==> config.mk <==
export PLATFORM = sky130hd
export DESIGN_NAME = serial_link_selftest_control
export DESIGN_NICKNAME = d
export VERILOG_FILES = /design/src/sat_counter.v /design/src/serial_link_selftest_control.v
export VERILOG_INCLUDE_DIRS = /design/src /design/src/src
export SDC_FILE = /design/constraint.sdc
export NUM_CORES = 1
export LEC_CHECK = 0
export CAP_MARGIN = 10
export CORE_MARGIN = 8
export CORE_UTILIZATION = 57
export DETAILED_ROUTE_END_ITERATION = 12
export DONT_BUFFER_PORTS = 1
export GPL_ROUTABILITY_DRIVEN = 1
export HOLD_SLACK_MARGIN = 0.1
export PLACE_DENSITY = 0.75
export SYNTH_ARGS = -nofsm -noshare
export SYNTH_HDL_FRONTEND = slang
export SYNTH_HIERARCHICAL = 1
export SYNTH_SLANG_ARGS = --single-unit
==> constraint.sdc <==
create_clock -name clk_i -period 1.91 [get_ports clk_i]
set_input_delay 0.0955 -clock clk_i [delete_from_list [all_inputs] [get_ports clk_i]]
set_output_delay 0.0955 -clock clk_i [all_outputs]
set_load 0.03 [all_outputs]
==> src/selftest_regs.vh <==
// Register offsets, field positions, reset values and timing constants for the link self test
`ifndef SELFTEST_REGS_VH
`define SELFTEST_REGS_VH

`define SELFTEST_CONTROL_OFFSET 8'h24
`define SELFTEST_ERROR_COUNT_OFFSET 8'h25
`define SELFTEST_CONTROL_RESET 8'h00

`define CTRL_RUN_BIT 0
`define CTRL_CLK_HI 2
`define CTRL_CLK_LO 1
`define CTRL_REG_SOURCE_BIT 3
`define CTRL_RESULT_BIT 4
`define CTRL_ACTIVE_BIT 5
`define CTRL_WRITE_MASK 8'h0f

`define CLK_SEL_PIXEL 2'b00
`define CLK_SEL_OSC_FAST 2'b01
`define CLK_SEL_OSC_SLOW 2'b10
`define CLK_SEL_RESERVED 2'b11

`define I2C_DEVICE_ADDR 7'h30
`define CLK_PERIOD_NS 100
`define I2C_MAX_RATE_KBPS 400
`define I2C_BIT_NS (1000000 / `I2C_MAX_RATE_KBPS)
`define I2C_BIT_CYCLES (`I2C_BIT_NS / `CLK_PERIOD_NS)
`define ERROR_PULSE_CYCLES 1

`endif

==> src/sat_counter.v <==
// Saturating up counter with synchronous clear
`timescale 1ns/10ps
module sat_counter #(
    parameter WIDTH = 8
) (
    input wire clk_i,
    input wire reset_i,
    input wire clear_i,
    input wire inc_i,
    output wire [WIDTH-1:0] count_o
);
    reg [WIDTH-1:0] count_q;
    reg [WIDTH-1:0] count_d;

    always @* begin
        count_d = count_q;
        if (clear_i) begin
            count_d = {WIDTH{1'b0}};
        end else if (inc_i && (count_q != {WIDTH{1'b1}})) begin
            count_d = count_q + {{(WIDTH-1){1'b0}}, 1'b1};
        end
    end

    always @(posedge clk_i) begin
        if (reset_i) begin
            count_q <= {WIDTH{1'b0}};
        end else begin
            count_q <= count_d;
        end
    end

    assign count_o = count_q;
endmodule // sat_counter

==> src/serial_link_selftest_control.v <==
// Link self-test control with its I2C-compatible configuration port
//
// Notes on behaviour
// - Pins configure after reset; register 0x24 alternative
// - Pin code selects pixel clock or oscillator
// - Register bits [2:1] select clock; 11 reserved
// - Pass pulses low per errored frame
// - Consecutive errored frames give separate pulses
// - Run end shows result one cycle only
// - Status kept until new session or reset
// - Errored frame count readable at 0x25
// - Entering test enables remote pattern generator
// - Lock in test drives pass high, checks
// - Enable low stops checking, result not held
// - Enable low returns link to video
// - I2C slave writes configuration registers
// - Lines driven low or released only
// - I2C port handles up to 400 kbps
// - Remote oscillator field loaded over back channel
`timescale 1ns/10ps
`include "selftest_regs.vh"
module serial_link_selftest_control #(
    parameter COUNT_WIDTH = 8,
    parameter [6:0] DEVICE_ADDR = `I2C_DEVICE_ADDR
) (
    input wire clk_i,
    input wire reset_i,
    input wire selftest_enable_pin_i,
    input wire clock_source_select_low_i,
    input wire clock_source_select_high_i,
    input wire lock_i,
    input wire remote_in_test_i,
    input wire frame_done_i,
    input wire frame_error_i,
    input wire scl_i,
    input wire sda_i,
    output wire scl_o,
    output wire scl_oe_o,
    output wire sda_o,
    output wire sda_oe_o,
    output wire pass_o,
    output wire checking_o,
    output wire link_normal_o,
    output wire pattern_enable_o,
    output wire [1:0] remote_osc_select_o,
    output wire [1:0] clock_select_o
);
    localparam ST_IDLE = 2'd0;
    localparam ST_WAIT_LOCK = 2'd1;
    localparam ST_CHECK = 2'd2;
    localparam ST_RESULT = 2'd3;
    localparam I2_IDLE = 3'd0;
    localparam I2_ADDR = 3'd1;
    localparam I2_ACK_A = 3'd2;
    localparam I2_REG = 3'd3;
    localparam I2_ACK_R = 3'd4;
    localparam I2_WR = 3'd5;
    localparam I2_RD = 3'd6;
    localparam I2_RD_ACK = 3'd7;
    reg scl_q;
    reg sda_q;
    reg [2:0] i2c_state_q;
    reg [3:0] bit_q;
    reg [7:0] shift_q;
    reg [7:0] ptr_q;
    reg rw_q;
    reg master_ack_q;
    reg sda_oe_q;
    reg scl_oe_q;
    reg wr_q;
    reg [7:0] waddr_q;
    reg [7:0] wdata_q;
    reg [7:0] control_q;
    reg [1:0] st_state_q;
    reg pass_q;
    reg checking_q;
    reg link_normal_q;
    reg pattern_enable_q;
    reg [1:0] remote_osc_q;
    reg [1:0] clock_select_q;
    reg result_q;
    reg err_seen_q;
    reg [7:0] rdata;
    reg [1:0] clk_sel;
    reg test_en;
    wire [COUNT_WIDTH-1:0] err_count;
    wire start_cond;
    wire stop_cond;
    wire scl_rise;
    wire scl_fall;
    wire session_start;
    wire frame_bad;
    // Line events; inputs sampled every 100 ns, ample for a 2.5 us bit
    assign start_cond = scl_i && scl_q && sda_q && !sda_i;
    assign stop_cond = scl_i && scl_q && !sda_q && sda_i;
    assign scl_rise = scl_i && !scl_q;
    assign scl_fall = !scl_i && scl_q;
    // Pins rule until software claims configuration
    always @* begin
        if (control_q[`CTRL_REG_SOURCE_BIT]) begin
            test_en = control_q[`CTRL_RUN_BIT];
            clk_sel = control_q[`CTRL_CLK_HI:`CTRL_CLK_LO];
        end else begin
            test_en = selftest_enable_pin_i;
            clk_sel = {clock_source_select_high_i, clock_source_select_low_i};
        end
        // Reserved code falls back to the pixel clock rather than an undefined rate
        if (clk_sel == `CLK_SEL_RESERVED) begin
            clk_sel = `CLK_SEL_PIXEL;
        end
    end
    // Register read mux; unmapped offsets read as zero
    always @* begin
        rdata = 8'h00;
        case (ptr_q)
            `SELFTEST_CONTROL_OFFSET: begin
                rdata = control_q & `CTRL_WRITE_MASK;
                rdata[`CTRL_RESULT_BIT] = result_q;
                rdata[`CTRL_ACTIVE_BIT] = (st_state_q != ST_IDLE);
            end
            `SELFTEST_ERROR_COUNT_OFFSET: begin
                rdata = err_count[7:0];
            end
            default: begin
                rdata = 8'h00;
            end
        endcase
    end
    // I2C slave: lines only ever pulled low or released
    always @(posedge clk_i) begin
        if (reset_i) begin
            scl_q <= 1'b1;
            sda_q <= 1'b1;
            i2c_state_q <= I2_IDLE;
            bit_q <= 4'h0;
            shift_q <= 8'h00;
            ptr_q <= 8'h00;
            rw_q <= 1'b0;
            master_ack_q <= 1'b0;
            sda_oe_q <= 1'b0;
            scl_oe_q <= 1'b0;
            wr_q <= 1'b0;
            waddr_q <= 8'h00;
            wdata_q <= 8'h00;
        end else begin
            scl_q <= scl_i;
            sda_q <= sda_i;
            wr_q <= 1'b0;
            // Register access answers at once, so the clock is never stretched
            scl_oe_q <= 1'b0;
            if (start_cond) begin
                i2c_state_q <= I2_ADDR;
                bit_q <= 4'h0;
                sda_oe_q <= 1'b0;
            end else if (stop_cond) begin
                i2c_state_q <= I2_IDLE;
                sda_oe_q <= 1'b0;
            end else if (scl_rise) begin
                case (i2c_state_q)
                    I2_ADDR, I2_REG, I2_WR: begin
                        shift_q <= {shift_q[6:0], sda_i};
                        bit_q <= bit_q + 4'h1;
                    end
                    I2_RD_ACK: begin
                        master_ack_q <= !sda_i;
                    end
                    default: begin
                        bit_q <= bit_q;
                    end
                endcase
            end else if (scl_fall) begin
                case (i2c_state_q)
                    I2_ADDR: begin
                        if (bit_q == 4'h8 && shift_q[7:1] == DEVICE_ADDR) begin
                            rw_q <= shift_q[0];
                            sda_oe_q <= 1'b1;
                            i2c_state_q <= I2_ACK_A;
                        end else if (bit_q == 4'h8) begin
                            i2c_state_q <= I2_IDLE;
                        end
                    end
                    I2_ACK_A, I2_RD_ACK: begin
                        if (rw_q && (i2c_state_q == I2_ACK_A || master_ack_q)) begin
                            sda_oe_q <= !rdata[7];
                            shift_q <= {rdata[6:0], 1'b0};
                            ptr_q <= ptr_q + 8'h01;
                            bit_q <= 4'h1;
                            i2c_state_q <= I2_RD;
                        end else if (rw_q) begin
                            sda_oe_q <= 1'b0;
                            i2c_state_q <= I2_IDLE;
                        end else begin
                            sda_oe_q <= 1'b0;
                            bit_q <= 4'h0;
                            i2c_state_q <= I2_REG;
                        end
                    end
                    I2_REG: begin
                        if (bit_q == 4'h8) begin
                            ptr_q <= shift_q;
                            sda_oe_q <= 1'b1;
                            i2c_state_q <= I2_ACK_R;
                        end
                    end
                    I2_ACK_R: begin
                        sda_oe_q <= 1'b0;
                        bit_q <= 4'h0;
                        i2c_state_q <= I2_WR;
                    end
                    I2_WR: begin
                        if (bit_q == 4'h8) begin
                            wr_q <= 1'b1;
                            waddr_q <= ptr_q;
                            wdata_q <= shift_q;
                            ptr_q <= ptr_q + 8'h01;
                            sda_oe_q <= 1'b1;
                            i2c_state_q <= I2_ACK_R;
                        end
                    end
                    I2_RD: begin
                        if (bit_q == 4'h8) begin
                            sda_oe_q <= 1'b0;
                            i2c_state_q <= I2_RD_ACK;
                        end else begin
                            sda_oe_q <= !shift_q[7];
                            shift_q <= {shift_q[6:0], 1'b0};
                            bit_q <= bit_q + 4'h1;
                        end
                    end
                    default: begin
                        sda_oe_q <= 1'b0;
                    end
                endcase
            end
        end
    end

    // Control register; the error count register is read-only
    always @(posedge clk_i) begin
        if (reset_i) begin
            control_q <= `SELFTEST_CONTROL_RESET;
        end else if (wr_q && waddr_q == `SELFTEST_CONTROL_OFFSET) begin
            control_q <= wdata_q & `CTRL_WRITE_MASK;
        end
    end
    assign session_start = (st_state_q == ST_IDLE) && test_en;
    assign frame_bad = (st_state_q == ST_CHECK) && test_en && frame_done_i && frame_error_i;
    sat_counter #(
        .WIDTH(COUNT_WIDTH)
    ) err_counter (
        .clk_i(clk_i),
        .reset_i(reset_i),
        .clear_i(session_start),
        .inc_i(frame_bad),
        .count_o(err_count)
    );

    // Self-test sequence
    always @(posedge clk_i) begin
        if (reset_i) begin
            st_state_q <= ST_IDLE;
            pass_q <= 1'b0;
            checking_q <= 1'b0;
            link_normal_q <= 1'b1;
            pattern_enable_q <= 1'b0;
            remote_osc_q <= `CLK_SEL_PIXEL;
            clock_select_q <= `CLK_SEL_PIXEL;
            result_q <= 1'b0;
            err_seen_q <= 1'b0;
        end else begin
            case (st_state_q)
                ST_IDLE: begin
                    pass_q <= 1'b0;
                    checking_q <= 1'b0;
                    if (test_en) begin
                        link_normal_q <= 1'b0;
                        pattern_enable_q <= 1'b1;
                        remote_osc_q <= clk_sel;
                        clock_select_q <= clk_sel;
                        result_q <= 1'b0;
                        err_seen_q <= 1'b0;
                        st_state_q <= ST_WAIT_LOCK;
                    end
                end
                ST_WAIT_LOCK: begin
                    if (!test_en) begin
                        pattern_enable_q <= 1'b0;
                        link_normal_q <= 1'b1;
                        st_state_q <= ST_IDLE;
                    end else if (lock_i && remote_in_test_i) begin
                        pass_q <= 1'b1;
                        checking_q <= 1'b1;
                        st_state_q <= ST_CHECK;
                    end
                end
                ST_CHECK: begin
                    if (!test_en) begin
                        // Last result stands exactly one cycle
                        pass_q <= !err_seen_q && !frame_bad;
                        result_q <= !err_seen_q;
                        checking_q <= 1'b0;
                        pattern_enable_q <= 1'b0;
                        st_state_q <= ST_RESULT;
                    end else begin
                        // One clock low per errored frame; frames never end back to back
                        pass_q <= !frame_bad;
                        if (frame_bad) begin
                            err_seen_q <= 1'b1;
                        end
                    end
                end
                ST_RESULT: begin
                    pass_q <= 1'b0;
                    link_normal_q <= 1'b1;
                    st_state_q <= ST_IDLE;
                end
                default: begin
                    st_state_q <= ST_IDLE;
                end
            endcase
        end
    end

    assign scl_o = 1'b0;
    assign sda_o = 1'b0;
    assign scl_oe_o = scl_oe_q;
    assign sda_oe_o = sda_oe_q;
    assign pass_o = pass_q;
    assign checking_o = checking_q;
    assign link_normal_o = link_normal_q;
    assign pattern_enable_o = pattern_enable_q;
    assign remote_osc_select_o = remote_osc_q;
    assign clock_select_o = clock_select_q;
endmodule // serial_link_selftest_control

# [Word-level counts from Yosys, hierarchy flattened]
# Index checks and enable logic that the tools add are counted.
[word_totals] latchBits=0 mem_bits_ro=0 ff_bits=63 n_memories=0 output_inout_bits=12 word_cells=196 mem_bits_rw=0
[classes] shift=0 n_eq_ne=41 n_mul=0 order_cmp=0 add_sub_neg=3 mux=59 n_div=0 reduce_logical=65 bitwise_logic=5
[op_table] cell="$mux 8" n=8
[op_table] cell="$pmux 8 s2" n=2
[op_table] cell="$reduce_and 6->1" n=5
[op_table] cell="$eq 8x6->1 const B" n=3
[op_table] cell="$mux 4" n=6
[op_table] cell="$ne 2x2->1 const B" n=12
[op_table] cell="$pmux 8 s3" n=1
[op_table] cell="$mux 1" n=20
[op_table] cell="$logic_and 1x1->1" n=17
[op_table] cell="$add 8x1->8 const B" n=2
[op_table] cell="$reduce_and 4->1" n=4
[op_table] cell="$mux 3" n=5
[op_table] cell="$ne 3x3->1 const B" n=5
[op_table] cell="$pmux 3 s5" n=1
[op_table] cell="$reduce_bool 3->1" n=5
[op_table] cell="$mux 2" n=7
[op_table] cell="$eq 3x3->1 const B" n=4
[op_table] cell="$pmux 4 s3" n=1
[op_table] cell="$reduce_and 3->1" n=4
[op_table] cell="$reduce_or 2->1" n=6
[op_table] cell="$pmux 1 s3" n=3
[op_table] cell="$logic_not 1->1" n=8
[op_table] cell="$ne 4x4->1 const B" n=2
[op_table] cell="$ne 8x8->1 const B" n=1
[op_table] cell="25 further kinds" n=41

# [Logic depth before layout (Yosys ltp)]
[depth] ltp_word=9 ltp_mapped=8

# [Modules after synthesis]
# The synthesis kept the hierarchy.
[modules_own_cells] module="serial_link_selftest_control" cells_each=380 area_per_inst_um2=3124.2 n_inst=1
[modules_own_cells] module="sat_counter" cells_each=47 area_per_inst_um2=435.4 n_inst=1

# [Worst setup path before layout]
# No wires, ideal clock.
[synth_timing] path_type="register -> register" start="register bit_q[0]" end="register bit_q[3]" synth_period_minus_slack_ns=1.997 t_arrival_ns=1.926 slack_ns=-0.087 t_required_ns=1.839 path_stages_with_launch=9 path_cell_list="dfxtp_1 > inv_1 > ha_1 > and3b_1 > buf_6 > a221oi_4 > o211ai_4 > or4_1 > a21oi_1"
[synth_between] elab_chain_len=5
[synth_lines] element="from (decl)" line="serial_link_selftest_control.v:63" text="reg [3:0] bit_q;"
[synth_lines] element="from (signal assigned)" line="serial_link_selftest_control.v:162" text="bit_q <= bit_q + 4'h1;"
[synth_lines] element="from (signal assigned)" line="serial_link_selftest_control.v:168" text="bit_q <= bit_q;"
[synth_lines] element="from (signal assigned)" line="serial_link_selftest_control.v:227" text="bit_q <= bit_q + 4'h1;"
[synth_lines] element="$add 4x1->4" line="serial_link_selftest_control.v:162, serial_link_selftest_control.v:227"
[synth_lines] element="$mux 4" line="serial_link_selftest_control.v:221" text="if (bit_q == 4'h8) begin"
[synth_lines] element="$pmux 4 s3" line="serial_link_selftest_control.v:172" text="case (i2c_state_q)"
[synth_lines] element="$mux 4" line="serial_link_selftest_control.v:171" text="end else if (scl_fall) begin"
[synth_lines] element="$mux 4" line="serial_link_selftest_control.v:158" text="end else if (scl_rise) begin"
# Several ways; a longest one is shown, not always the timed one. The select of a mux whose other input is x is not followed.
# A chain may end at the register's enable or synchronous reset.

# [Worst setup path after layout]
[layout_timing] start="register bit_q[0]" end="register bit_q[2]"
# The elaborated chain is that of the path after synthesis.

==> reports/qor.txt <==
Outcome: finished with violations
Violated checks: setup timing
Post-synth top cells: dfxtp_1 (63), nor2_1 (45), a21oi_1 (36)
Instance count on the critical path: 7
# Max-Cap Violations: 0
Worst-path clk slew: 80 ps
Seq/Total Area, Yosys: 35.4%
Fin worst setup slack: -0.113 ps
Most common cell in the netlist: dfxtp_1
GRT overflow: 0
# DRC: 0
Post-synth top flop: dfxtp_1
Num Clock Sinks: 63
Yosys top cell by area: dfxtp_1
Worst Skew: 11.4 ps
Post-synthesis xor/xnor area fraction: 0.492%
Multiplexer share of the synthesized area: 7.35%
Post-synth EDFFs: 0
Lkg Pwr: 1.64 nW
Minimum clock period: 1910 ps
Total Neg Setup Slack: -0.113 ps
# fillers: 475
Post-synth ARST share: 0%
Largest family of logic cells by synthesized area: simple AND/OR/NAND/NOR gates
Detailed Route WL: 8830 um
Arr. time, crit path: 2200 ps
Max VDD drop: 0.591 mV
Final slew viol count: 0
Clk buf depth: 2
Area of the multi-input gates: 2130 um2
Mapped Cells: 427
RSZ-0062 raised after global routing: yes
CTS buffer count: 9
Synth cell types: 61
Critical path's largest stage delay: 490 ps
Number of I/O pins: 23
Slowest CP cell: or4b_1
CP Cell Sequence: inv_2, ha_4, and3b_2, a221oi_4, o211ai_4, or4b_1, a21oi_1
Final Cycle Share: 100%
Vias in the first global route: 3077
Nets: 474
# diodes: 0
Slew @ Worst Pin: 550 ps
TritonCTS clock tree: yes
Routed length per placed instance: 16.7 um
Startpoint types: register
Adder-Cell Fraction of Synth Area: 4.57%
Synth Area in Simple Gates: 25.8%
Reg2Reg Depth: 7
Vias: 3292
P&R area growth vs syn: 15.3%
Row cnt: 28
PD cells: 743 nW/um2
Required time of the critical path: 2200 ps
#FFs+latches synth: 63
Core Region: 5990 um2
H-tree depth: 3
Min Hold Slack: 124 ps
Worst hold path class: in2reg
CP Class: reg2reg
Global-route wire length before repair: 14800 um
Rel. slew slack: 62.9%
# setup viols final: 1
Routed Antenna Nets: 0
HPWL after detailed placement: 6090 um
Yosys top cell area share: 35.4%
Setup crit end kind: register
Drt first pass iters: 5
Die Y-Extent: 95.0 um
Initial DRC count: 364
Largest net degree at the start of global routing: 49
Synth Area in Compound Gates: 20.5%
Worst path top cell family by delay: simple AND/OR/NAND/NOR gates
Worst Hold Depth: 3
GP Congestion: 0.896
Initial core utilization: 59.4%
Die area: 9030 um2
Antenna violations before repair: 0
Input/output buffers: 0
Synth warn: 6
Largest fanout on the critical path: 5
Die Width: 95.0 um
Mean Syn Cell Area: 8.34 um2
Max frequency: 524 MHz
Fin. Hold Viols: 0
Layout cells sized above 1: 15.8%
Post-synth design cell area: 3560 um2
Top post-synthesis cells by area: dfxtp_1 (35%), mux2i_1 (7.0%), a21oi_1 (5.1%), nor2_1 (4.7%), ha_1 (4.6%)
WP buf/inv: 1
Root Buffer: clkbuf_8
Via-to-Cell Ratio: 6.21
All-Layer GR Usage: 20.6%
Register area: 1270 um2
Clk_lat worst skew: 360 ps
==> state kept, by name, indices dropped and copies added (netlist names), 2 cells and up, named ones only <==
| signal | cells |
|---|---|
| ptr_q | 8 |
| control_q | 4 |
| waddr_q | 8 |
| err_counter/count_o | 8 |
| wdata_q | 4 |
| bit_q | 4 |
| i2c_state_q | 3 |
| clock_select_o | 2 |
| shift_q | 8 |
==> worst min-delay path, stage by stage <==
cell	delay, ps
nor2b_1	120
o211ai_1	160
a21oi_1	70
==> logic make-up after synthesis <==
group | count (synthesis)
other cells | 1
flops | 63
compound gates | 105
buf+inv | 44
fa+ha+maj | 13
mux | 26
simple gates | 173
xor+xnor | 2
==> layer usage <==
layer	GRT usage, %	wire length, um
met1	26.7	4040
met5	0	0
met4	7.54	125
met3	5.35	500
met2	32.2	4170
==> layout by cell type (no fill, tap or decap), types with 7 or more instances in the layout <==
cell | Yosys | final
a211oi_1 | 7 | 7
a21oi_1 | 36 | 36
and3_1 | 16 | 14
buf_4 | 7 | 32
clkbuf_8 | 0 | 10
dfxtp_1 | 63 | 59
ha_1 | 13 | 11
inv_1 | 15 | 13
mux2i_1 | 25 | 25
nand2_1 | 34 | 34
nand3_1 | 14 | 14
nand4_1 | 9 | 9
nor2_1 | 45 | 42
nor3_1 | 9 | 9
o21ai_0 | 18 | 18
==> stage by stage <==
| step | std cells | setup slack (ps) | power [W] | util (%) | cell area (um2) |
|---|---|---|---|---|---|
| 5_1_grt | 530 | -67.7 | 0.00316 | 68.5 | 4100 |
| 6_report | 530 | -0.113 | 0.00305 | 68.5 | 4100 |
| 4_1_cts | 530 | -67.1 | 0.00306 | 68.2 | 4080 |
| 2_1_floorplan | 429 | -48.1 | 0.00163 | - | 3570 |
| 3_3_place_gp | 504 | 31.3 | 0.00169 | 62.3 | 3730 |
| 3_5_place_dp | 504 | -61.8 | 0.00169 | 62.3 | 3730 |
==> cell type report <==
cell class / instances / area share (%)
Multi-Input combinational cell: 322 / 52.0
Sequential cell: 63 / 30.9
Timing Repair Buffer: 39 / 7.81
Clock buffer: 10 / 3.35
Clock inverter: 6 / 2.29
Tap cell: 75 / 2.29
Inverter: 15 / 1.37
==> report_power, final <==
| group | internal, W | total, W | switching [W] |
|---|---|---|---|
| Sequential | 0.00134 | 0.00139 | 0.0000483 |
| Combinational | 0.000126 | 0.000321 | 0.000194 |
| Clock | 0.000776 | 0.00134 | 0.000566 |
==> worst paths after layout <==
| check | from | to | slack, ps |
|---|---|---|---|
| max reg2reg | bit_q[0] | bit_q[2] | -0.1 |
| min | clock_source_select_low_i | clock_select_o[0] | 120 |
| max | bit_q[0] | bit_q[2] | -0.1 |
| min reg2reg | clock_select_o[0] | clock_select_o[0] | 460 |
==> timing repair <==
item / CTS / global route
hold endpoints to repair: 56 / 0
pin swaps: 5 / 5
setup buffers: 3 / 0
endpoints found under the setup margin: 9 / 21
hold buffers: 7 / 0
gates resized for setup: 6 / 9
(Power assumes the default switching activity.)
